### config.mk
export PLATFORM = sky130hd
export DESIGN_NAME = mlp_mgmt_los
export DESIGN_NICKNAME = d
export VERILOG_FILES = /design/src/common/mlp_pkg.sv /design/src/rtl/mlp_los_chan.sv /design/src/rtl/mlp_mgmt_los.sv
export SDC_FILE = /design/constraint.sdc
export NUM_CORES = 1
export LEC_CHECK = 0
export CAP_MARGIN = 20
export CORE_AREA = 8 8 151 139
export DETAILED_ROUTE_END_ITERATION = 12
export DIE_AREA = 0 0 159 147
export DONT_BUFFER_PORTS = 1
export GPL_TIMING_DRIVEN = 0
export SYNTH_ARGS = -nofsm -noshare
export SYNTH_HDL_FRONTEND = slang
export SYNTH_SLANG_ARGS = --single-unit
### constraint.sdc
create_clock -name clk -period 3.3 [get_ports clk]
set_input_delay 0.33 -clock clk [delete_from_list [all_inputs] [get_ports clk]]
set_output_delay 0.33 -clock clk [all_outputs]
set_load 0.01 [all_outputs]
### src/common/mlp_pkg.sv
package mlp_pkg;

  // ----------------------------------------
  // Management frame layout
  // ----------------------------------------
  localparam int          DATA_W      = 16;
  localparam int          RA_W        = 5;
  localparam int          HDR_W       = 12;
  localparam int          PRE_W       = 6;
  localparam logic [5:0]  PRE_BITS    = 6'h20;
  localparam logic [4:0]  CNT_LAST    = 5'h0F;
  localparam logic [1:0]  OP_READ     = 2'h2;
  localparam logic [1:0]  OP_WRITE    = 2'h1;

  // ----------------------------------------
  // Register map
  // ----------------------------------------
  localparam logic [4:0]  RA_LOS_CTL  = 5'h0E;
  localparam logic [4:0]  RA_LOS_STAT = 5'h0F;
  localparam logic [4:0]  RA_EXT_PTR  = 5'h1E;
  localparam logic [4:0]  RA_EXT_WIN  = 5'h1F;
  localparam logic [15:0] EXT_BASE    = 16'h8000;
  localparam int          EXT_N       = 4;
  localparam int          EXT_IDX_W   = 2;
  localparam logic [15:0] EXT_PTR_RST = 16'h8000;
  localparam logic [15:0] EXT_MEM_RST = 16'h0000;
  localparam int          LOS_EN_W    = 6;
  localparam logic [5:0]  LOS_EN_RST  = 6'h01;

  // ----------------------------------------
  // Types
  // ----------------------------------------
  typedef enum logic [2:0] {
    MLP_IDLE,
    MLP_START,
    MLP_HDR,
    MLP_TA,
    MLP_DATA
  } mlp_state_t;

  typedef struct packed {
    logic sig_below_thr;
    logic chan_sync_lost;
    logic pll_unlock_ls;
    logic pll_unlock_hs;
    logic decode_err;
    logic gain_loop_locked;
    logic autozero_cal_done;
  } mlp_los_src_t;

  typedef struct packed {
    logic az_fail;
    logic agc_fail;
    logic decode;
    logic pll;
    logic sync;
    logic detect;
  } mlp_los_en_t;

  typedef struct packed {
    logic raw_los;
    logic loss_out;
  } mlp_los_stat_t;

endpackage

### src/rtl/mlp_los_chan.sv
`timescale 1ns/10ps
module mlp_los_chan (
  // Clock and reset
  input  wire logic                   clk,
  input  wire logic                   sys_rst,
  // Enables from management
  input  wire mlp_pkg::mlp_los_en_t   los_en,
  // Raw status sources
  input  wire mlp_pkg::mlp_los_src_t  src,
  // Results
  output      mlp_pkg::mlp_los_stat_t stat,
  output      logic                   loss_out
);
  import mlp_pkg::*;

  typedef struct packed {
    mlp_los_src_t s1;
    mlp_los_src_t s2;
    logic         out;
  } mlp_chan_st_t;

  mlp_chan_st_t st_ff;
  mlp_chan_st_t nxt_st_ff;

  // ----------------------------------------
  // Synchronise, combine, register
  // ----------------------------------------
  always_comb begin
    nxt_st_ff    = st_ff;
    nxt_st_ff.s1 = src;
    nxt_st_ff.s2 = st_ff.s1;
    nxt_st_ff.out =
        (los_en.detect   & st_ff.s2.sig_below_thr)
      | (los_en.sync     & st_ff.s2.chan_sync_lost)
      | (los_en.pll      & (st_ff.s2.pll_unlock_ls
                          | st_ff.s2.pll_unlock_hs))
      | (los_en.decode   & st_ff.s2.decode_err)
      | (los_en.agc_fail & ~st_ff.s2.gain_loop_locked)
      | (los_en.az_fail  & ~st_ff.s2.autozero_cal_done);
    if (sys_rst) begin
      nxt_st_ff = '0;
    end
  end

  always_ff @(posedge clk) begin
    st_ff <= nxt_st_ff;
  end

  assign loss_out      = st_ff.out;
  assign stat.loss_out = st_ff.out;
  assign stat.raw_los  = st_ff.s2.sig_below_thr;

endmodule

### src/rtl/mlp_mgmt_los.sv
`timescale 1ns/10ps
// Functional notes
// With detection on, loss is flagged below 75 mVpp, cleared above 150.
// Each channel's loss indication can be read over management.
// Channel sync loss may be ORed into the loss pin, off after reset.
// Low and high speed PLL unlock may be ORed in, off by default.
// Receive 8b/10b decode errors may be ORed in, off by default.
// An unlocked gain loop may be ORed in, off by default.
// Unfinished auto-zero calibration may be ORed in, off by default.
// Each pin is high on any enabled failure; both channels match.
// Frames are answered only when address bits 4:1 match the straps.
// Address bit 0 picks channel A (0) or channel B (1).
// Writes to bad registers, other devices or read-only bits vanish.
// Reads of bad registers return all zero.
// The first turnaround bit of a read is left undriven.
// The controller loads the pointer at 0x1E before using the window.
// The window at 0x1F reads and writes the pointed extended register.
// Registers 0x01-0x15 and 0x1D follow the channel, others are global.
// The pointer keeps its value across frames until rewritten.
module mlp_mgmt_los (
  // Clock and reset
  input  wire logic                  clk,
  input  wire logic                  sys_rst,
  // Management pins
  input  wire logic                  mdc,
  input  wire logic                  mdio_in,
  output      logic                  mdio_out,
  output      logic                  mdio_oe,
  input  wire logic [4:0]            port_address_straps,
  // Loss status sources
  input  wire mlp_pkg::mlp_los_src_t los_src_a,
  input  wire mlp_pkg::mlp_los_src_t los_src_b,
  // Loss pins
  output      logic                  signal_loss_out_chan_a,
  output      logic                  signal_loss_out_chan_b
);
  import mlp_pkg::*;

  typedef struct packed {
    logic [1:0]                      mdc_sy;
    logic [1:0]                      mdio_sy;
    logic [3:0]                      strap_s1;
    logic [3:0]                      strap_s2;
    logic                            mdc_prev;
    mlp_state_t                      st;
    logic [PRE_W-1:0]                pre_cnt;
    logic [4:0]                      cnt;
    logic [HDR_W-1:0]                hdr;
    logic [DATA_W-1:0]               sh;
    logic                            out;
    logic                            oe;
    logic [DATA_W-1:0]               ext_ptr;
    logic [EXT_N-1:0][DATA_W-1:0]    ext_mem;
    logic [1:0][LOS_EN_W-1:0]        los_en;
    logic [1:0]                      loss_lh;
  } mlp_top_st_t;

  mlp_top_st_t        st_ff;
  mlp_top_st_t        nxt_st_ff;
  mlp_los_src_t [1:0] src_arr;
  mlp_los_stat_t [1:0] stat_arr;
  logic [1:0]         loss_arr;
  logic               mdc_rise;
  logic               bit_in;
  logic [HDR_W-1:0]   hdr_nxt;
  logic [DATA_W-1:0]  sh_nxt;
  logic               match;
  logic               ch;
  logic [RA_W-1:0]    ra;
  logic [1:0]         op;

  // ----------------------------------------
  // Decoding helpers
  // ----------------------------------------
  function automatic logic ext_hit(input logic [DATA_W-1:0] ptr);
    ext_hit = (ptr[DATA_W-1:EXT_IDX_W] == EXT_BASE[DATA_W-1:EXT_IDX_W]);
  endfunction

  function automatic logic [DATA_W-1:0] read_reg(
    input logic [RA_W-1:0] addr,
    input logic            c
  );
    read_reg = '0;
    case (addr)
      RA_LOS_CTL: begin
        read_reg[LOS_EN_W-1:0] = st_ff.los_en[c];
      end
      RA_LOS_STAT: begin
        read_reg[0] = stat_arr[c].raw_los;
        read_reg[1] = stat_arr[c].loss_out;
        read_reg[2] = st_ff.loss_lh[c];
      end
      RA_EXT_PTR: begin
        read_reg = st_ff.ext_ptr;
      end
      RA_EXT_WIN: begin
        if (ext_hit(st_ff.ext_ptr)) begin
          read_reg = st_ff.ext_mem[st_ff.ext_ptr[EXT_IDX_W-1:0]];
        end
      end
      default: begin
        read_reg = '0;
      end
    endcase
  endfunction

  // ----------------------------------------
  // Loss indication per channel
  // ----------------------------------------
  assign src_arr = {los_src_b, los_src_a};

  generate
    for (genvar i = 0; i < 2; i++) begin : g_chan
      mlp_los_chan u_chan (
        .clk      (clk),
        .sys_rst  (sys_rst),
        .los_en   (mlp_los_en_t'(st_ff.los_en[i])),
        .src      (src_arr[i]),
        .stat     (stat_arr[i]),
        .loss_out (loss_arr[i])
      );
    end
  endgenerate

  assign signal_loss_out_chan_a = loss_arr[0];
  assign signal_loss_out_chan_b = loss_arr[1];
  assign mdio_out               = st_ff.out;
  assign mdio_oe                = st_ff.oe;

  // ----------------------------------------
  // Frame engine
  // ----------------------------------------
  always_comb begin
    nxt_st_ff          = st_ff;
    nxt_st_ff.mdc_sy   = {st_ff.mdc_sy[0], mdc};
    nxt_st_ff.mdio_sy  = {st_ff.mdio_sy[0], mdio_in};
    nxt_st_ff.strap_s1 = port_address_straps[4:1];
    nxt_st_ff.strap_s2 = st_ff.strap_s1;
    nxt_st_ff.mdc_prev = st_ff.mdc_sy[1];
    mdc_rise = st_ff.mdc_sy[1] & ~st_ff.mdc_prev;
    bit_in   = st_ff.mdio_sy[1];
    hdr_nxt  = {st_ff.hdr[HDR_W-2:0], bit_in};
    sh_nxt   = {st_ff.sh[DATA_W-2:0], bit_in};
    op       = st_ff.hdr[11:10];
    ch       = st_ff.hdr[5];
    ra       = st_ff.hdr[4:0];
    match    = (st_ff.hdr[9:6] == st_ff.strap_s2);

    // Sticky loss flag, set beats clear-on-read
    for (int c = 0; c < 2; c++) begin
      nxt_st_ff.loss_lh[c] = st_ff.loss_lh[c] | loss_arr[c];
    end

    if (mdc_rise) begin
      case (st_ff.st)
        MLP_IDLE: begin
          if (bit_in) begin
            if (st_ff.pre_cnt != PRE_BITS) begin
              nxt_st_ff.pre_cnt = st_ff.pre_cnt + 1'b1;
            end
          end else begin
            nxt_st_ff.pre_cnt = '0;
            if (st_ff.pre_cnt == PRE_BITS) begin
              nxt_st_ff.st = MLP_START;
            end
          end
        end
        MLP_START: begin
          nxt_st_ff.cnt = '0;
          nxt_st_ff.st  = bit_in ? MLP_HDR : MLP_IDLE;
        end
        MLP_HDR: begin
          nxt_st_ff.hdr = hdr_nxt;
          nxt_st_ff.cnt = st_ff.cnt + 1'b1;
          if (st_ff.cnt == 5'(HDR_W - 1)) begin
            nxt_st_ff.cnt = '0;
            nxt_st_ff.st  = MLP_TA;
            nxt_st_ff.oe  = 1'b0;
            nxt_st_ff.sh  = read_reg(hdr_nxt[4:0], hdr_nxt[5]);
            if (hdr_nxt[11:10] == OP_READ &&
                hdr_nxt[9:6] == st_ff.strap_s2 &&
                hdr_nxt[4:0] == RA_LOS_STAT) begin
              nxt_st_ff.loss_lh[hdr_nxt[5]] = loss_arr[hdr_nxt[5]];
            end
          end
        end
        MLP_TA: begin
          if (st_ff.cnt == '0) begin
            nxt_st_ff.cnt = 5'h01;
            nxt_st_ff.out = 1'b0;
            nxt_st_ff.oe  = (op == OP_READ) && match;
          end else begin
            nxt_st_ff.cnt = '0;
            nxt_st_ff.st  = MLP_DATA;
            nxt_st_ff.out = st_ff.sh[DATA_W-1];
            nxt_st_ff.oe  = (op == OP_READ) && match;
          end
        end
        MLP_DATA: begin
          nxt_st_ff.sh  = sh_nxt;
          nxt_st_ff.cnt = st_ff.cnt + 1'b1;
          nxt_st_ff.out = sh_nxt[DATA_W-1];
          if (st_ff.cnt == CNT_LAST) begin
            nxt_st_ff.st      = MLP_IDLE;
            nxt_st_ff.oe      = 1'b0;
            nxt_st_ff.out     = 1'b0;
            nxt_st_ff.pre_cnt = '0;
            if (op == OP_WRITE && match) begin
              case (ra)
                RA_LOS_CTL: begin
                  nxt_st_ff.los_en[ch] = sh_nxt[LOS_EN_W-1:0];
                end
                RA_EXT_PTR: begin
                  nxt_st_ff.ext_ptr = sh_nxt;
                end
                RA_EXT_WIN: begin
                  if (ext_hit(st_ff.ext_ptr)) begin
                    nxt_st_ff.ext_mem[st_ff.ext_ptr[EXT_IDX_W-1:0]] =
                      sh_nxt;
                  end
                end
                default: begin
                  nxt_st_ff.st = MLP_IDLE;
                end
              endcase
            end
          end
        end
        default: begin
          nxt_st_ff.st = MLP_IDLE;
        end
      endcase
    end

    if (sys_rst) begin
      nxt_st_ff         = '0;
      nxt_st_ff.st      = MLP_IDLE;
      nxt_st_ff.ext_ptr = EXT_PTR_RST;
      for (int c = 0; c < 2; c++) begin
        nxt_st_ff.los_en[c] = LOS_EN_RST;
      end
      for (int k = 0; k < EXT_N; k++) begin
        nxt_st_ff.ext_mem[k] = EXT_MEM_RST;
      end
    end
  end

  always_ff @(posedge clk) begin
    st_ff <= nxt_st_ff;
  end

endmodule

After elaboration in Yosys (flattened, before gate mapping)
Index checks and enable logic that the tools add are counted.
{ "word_totals": {"reg_bits": 181, "latchBits": 0, "ramBits": 0, "rom_bits": 0, "input_bits": 23, "output_inout_bits": 4, "word_cells": 193, "mem_count": 0} }
{ "op_classes": {"add_sub_neg": 2, "mul": 0, "div_mod_pow": 0, "n_lt_le_gt_ge": 6, "n_eq_ne": 27, "shifts": 0, "n_mux": 52, "bitwise_logic": 32, "reduce_logical": 24} }
{ "ops": {"columns": ["operator", "n"], "rows": [
  ["$mux W64", 2],
  ["$mux W94", 1],
  ["$mux W92", 1],
  ["$mux W16", 5],
  ["$bwmux W64", 1],
  ["$bmux W16 S2", 1],
  ["$demux W16 S2", 1],
  ["$pmux W16 S2", 1],
  ["$mux W6", 5],
  ["$eq A5 B4 Y1 const B", 5],
  ["$eq A5 B5 Y1 const B", 4],
  ["$pmux W10 S2", 1],
  ["$pmux W5 S4", 1],
  ["$mux W2", 8],
  ["$pmux W3 S5", 1],
  ["$eq A14 B14 Y1 const B", 1],
  ["$or A1 B1 Y1", 14],
  ["$and A1 B1 Y1", 13],
  ["$bwmux W12", 1],
  ["$mux W12", 1],
  ["$mux W3", 4],
  ["$pmux W3 S4", 1],
  ["$pmux W6 S2", 1],
  ["$reduce_and A6 Y1", 2],
  ["36 further kinds", 67]
]} }

Logic depth before layout (Yosys ltp)
{ "logic_depth": {"depth_word": 10, "ltp_mapped": 9, "mapped_depth_nobuf": 8} }

Hierarchy
Synthesis repeated with hierarchy kept, for this count alone.
{ "hier_totals": {"cells_unflattened": 810, "area_unflattened_um2": 8136.6} }
{ "modules_own_cells": {"columns": ["module", "n_inst", "cells_each", "area_per_inst_um2"], "rows": [
  ["mlp_mgmt_los", 1, 734, 7248.2],
  ["mlp_los_chan", 2, 38, 444.2]
]} }

Worst setup path before layout
Ideal clock, no wire load.
{ "synth_path": {"path_kind": "register to register", "from": "register st_ff[125] (netlist bit)", "to": "register with a tool-made name", "t_arrival_ns": 2.037, "t_required_ns": 3.179, "setup_slack_ns": 1.142, "stages_incl_launch_ff": 9, "n_path_buf": 1, "period_less_slack_ns": 2.158, "path_cell_list": "dfxtp_1 ha_1 and3_1 ha_1 nand4b_1 nor4b_1 nand3_2 buf_4 mux2i_1"} }
{ "synth_rtl": {"columns": ["element", "line_no", "source"], "rows": [
  ["from (decl)", "mlp_mgmt_los.sv:58", "mlp_top_st_t st_ff;"],
  ["from (signal assigned)", "mlp_mgmt_los.sv:249", "st_ff <= nxt_st_ff;"]
]} }

==> results.ini <==
[run_status]
outcome=complete, no violations

[sta]
drv_slew=0
tightest_slew_ns=0.713
clock_skew_ns=0.00907
post-route-min-period_ns=2.73
period_share_pct=82.7
rsz0062_at_grt=false
setup-tns-final_ns=0
relSlewSlack_pct=52.3
finalSetupViolations=0
max_freq_mhz=366
hold_viol_final=0
fin_ws_ns=0.570
whs_ns=0.0153

[routing]
wire_per_inst_um=17.6
drt_iter0_markers=466
dr.pass1.iters=5
wirelength_um=19200
vias_per_cell=5.31
drc=0
ant_nets=0
dr_total_vias=5789

[critical_path]
path_buf_inv=1
cp-end-kind=flip-flop
worstPathCellList=ha_1 > and3_1 > ha_1 > nand4b_1 > nor3b_1 > nand4_2 > buf_4 > mux2i_1
path_class=flip-flop to flip-flop
critPathMaxStageDelay_ns=0.37
crit_arrival_ns=3.05
worst_path_most_repeated_cell=ha_1
cp.required_ns=3.62
worstPathMaxFanout=10
cp-start-kind=flip-flop
crit_path_top_delay_cell=dfxtp_1
crit_family=simple AND/OR/NAND/NOR gates

[synth]
synth_top_cell_by_area=dfxtp_1
synthTopCellsByCount=181 x dfxtp_1, 100 x mux2i_1, 84 x nand2b_1
yosys_warnings=0
syn-cell-area_um2=7940
synth_most_common_cell=dfxtp_1
ys_seq_elements=181
synth_area_leaders=dfxtp_1 46%, mux2i_1 13%, nand2b_1 6.6%
yosys.area.top_type_share_pct=45.7
synthArstFlopShare_pct=0
ys_types=60
syn_inst=804
synthesis.nets=832
synth-edff-count=0
synth_seq_area_share_pct=45.7
synthFlopType=dfxtp_1
syn_area_per_cell_um2=9.87

[global_routing]
overflow=0
grt_pass1_wl_um=30900
grt_pass1_vias=5671
grt_max_degree=23
grt_usage_pct=16.5
antenna_found_initial=0

[clocking]
cts_tree=yes
cts_buffers=17
postCtsSetupBuffers=0
htree_levels=4
cts.path.max_buffers=2
clockRootBuffer=clkbuf_16
clkTransAtPathRegs_ns=0.08
clk_latency_ns=0.44
clock-sinks=181

[place]
numPortBuffers=0
hpwl_um=13400
place.gp.congestion=0.798
place_ws_ns=0.613

[floorplan]
dieArea_um2=23400
ios=27
die_h_um=147
row_count=48
die_x_um=159
start_util_pct=42.6
coreArea_um2=18600

[final_layout]
nNetsFinal=855
antenna_cells=0
drive_above_1_share_pct=9.17
multiInputGateArea_um2=4050
seq_area_um2=3620
fillCellCount=1791
area_growth_pct=12.5

[power]
power.density_nw_per_um2=499
ir_worst_vdd_v=0.000307
leakage_nw=3.62

[hold_path]
worstHoldPathType=input port to flip-flop

[flow_run]
max_cap_viol_count=0

stage by stage:
stage	cell area [um^2]	instances	power, mW	utilization (%)
global placement	8250	1054	2.38	44.3
CTS	8910	1088	4.50	47.8
detailed placement	8250	1054	2.39	44.3
global route	8930	1090	4.61	48.0
finish	8930	1090	4.46	48.0
floorplan	7940	804	2.35	-
power breakdown:
group	switching (mW)	internal (mW)
combinational	0.0736	0.0461
clock	1.06	1.06
sequential	0.00945	2.21
cells in the final DEF (no fill, tap or decap), drive strengths merged, types with 9 or more instances in the layout:
cell    synthesis  layout
nor3           19      19
a21o           11      11
clkbuf         33      50
nor2b          47      47
and3            9       9
a21oi          36      36
dfxtp         181     181
mux4           16      16
clkinv          1       9
nor2           72      72
a211oi          9       9
mux2i         100     100
xor2           11      11
buf            18      18
nand2b         84      84
nand3          16      16
inv             9      16
nor4           14      14
o21ai          11      11
nand2          40      40
final timing paths:
kind | start | end | slack [ns] | depth (start not counted)
max reg2reg | st_ff[125] | flip-flop | 0.57 | 8
min reg2reg | g_chan[0].u_chan.st_ff[11] | g_chan[0].u_chan.st_ff[4] | 0.44 | 1
max | st_ff[125] | flip-flop | 0.57 | 8
min | port_address_straps[3] | st_ff[145] | 0.02 | 1
per-layer routing:
layer	global-route usage (%)	wire, um	up-vias
met5	0	0	-
met4	5.04	257	0
met3	3.80	820	23
met2	25.5	8790	108
met1	22.6	9360	2807
li1	-	-	2851
final cells by class:
class | count | area share, %
Buffer | 51 | 2.55
Sequential cell | 181 | 40.6
Clock buffer | 17 | 4.76
Multi-Input combinational cell | 562 | 45.3
Timing Repair Buffer | 4 | 0.448
Tap cell | 250 | 3.50
Clock inverter | 15 | 2.40
Inverter | 10 | 0.420
logic make-up (layout without fill, tap and decap cells):
logic type | after synthesis | count (layout) | synth area share [%]
and+or+nand+nor | 333 | 333 | 23.8
DFF | 181 | 181 | 45.7
muxes | 116 | 116 | 17.2
AOI/OAI and AO/OA | 95 | 95 | 7.84
buffers and inverters | 61 | 97 | 3.34
xor gates and xnor gates | 13 | 13 | 1.43
adders and majority gates | 5 | 5 | 0.788
what timing repair did:
| item | 4_1_cts | 5_1_grt |
|---|---|---|
| hold endpoints to repair | 2 | 2 |
| hold buffers | 2 | 2 |
| gates resized for setup | 0 | 0 |
(Power assumes the default switching activity.)
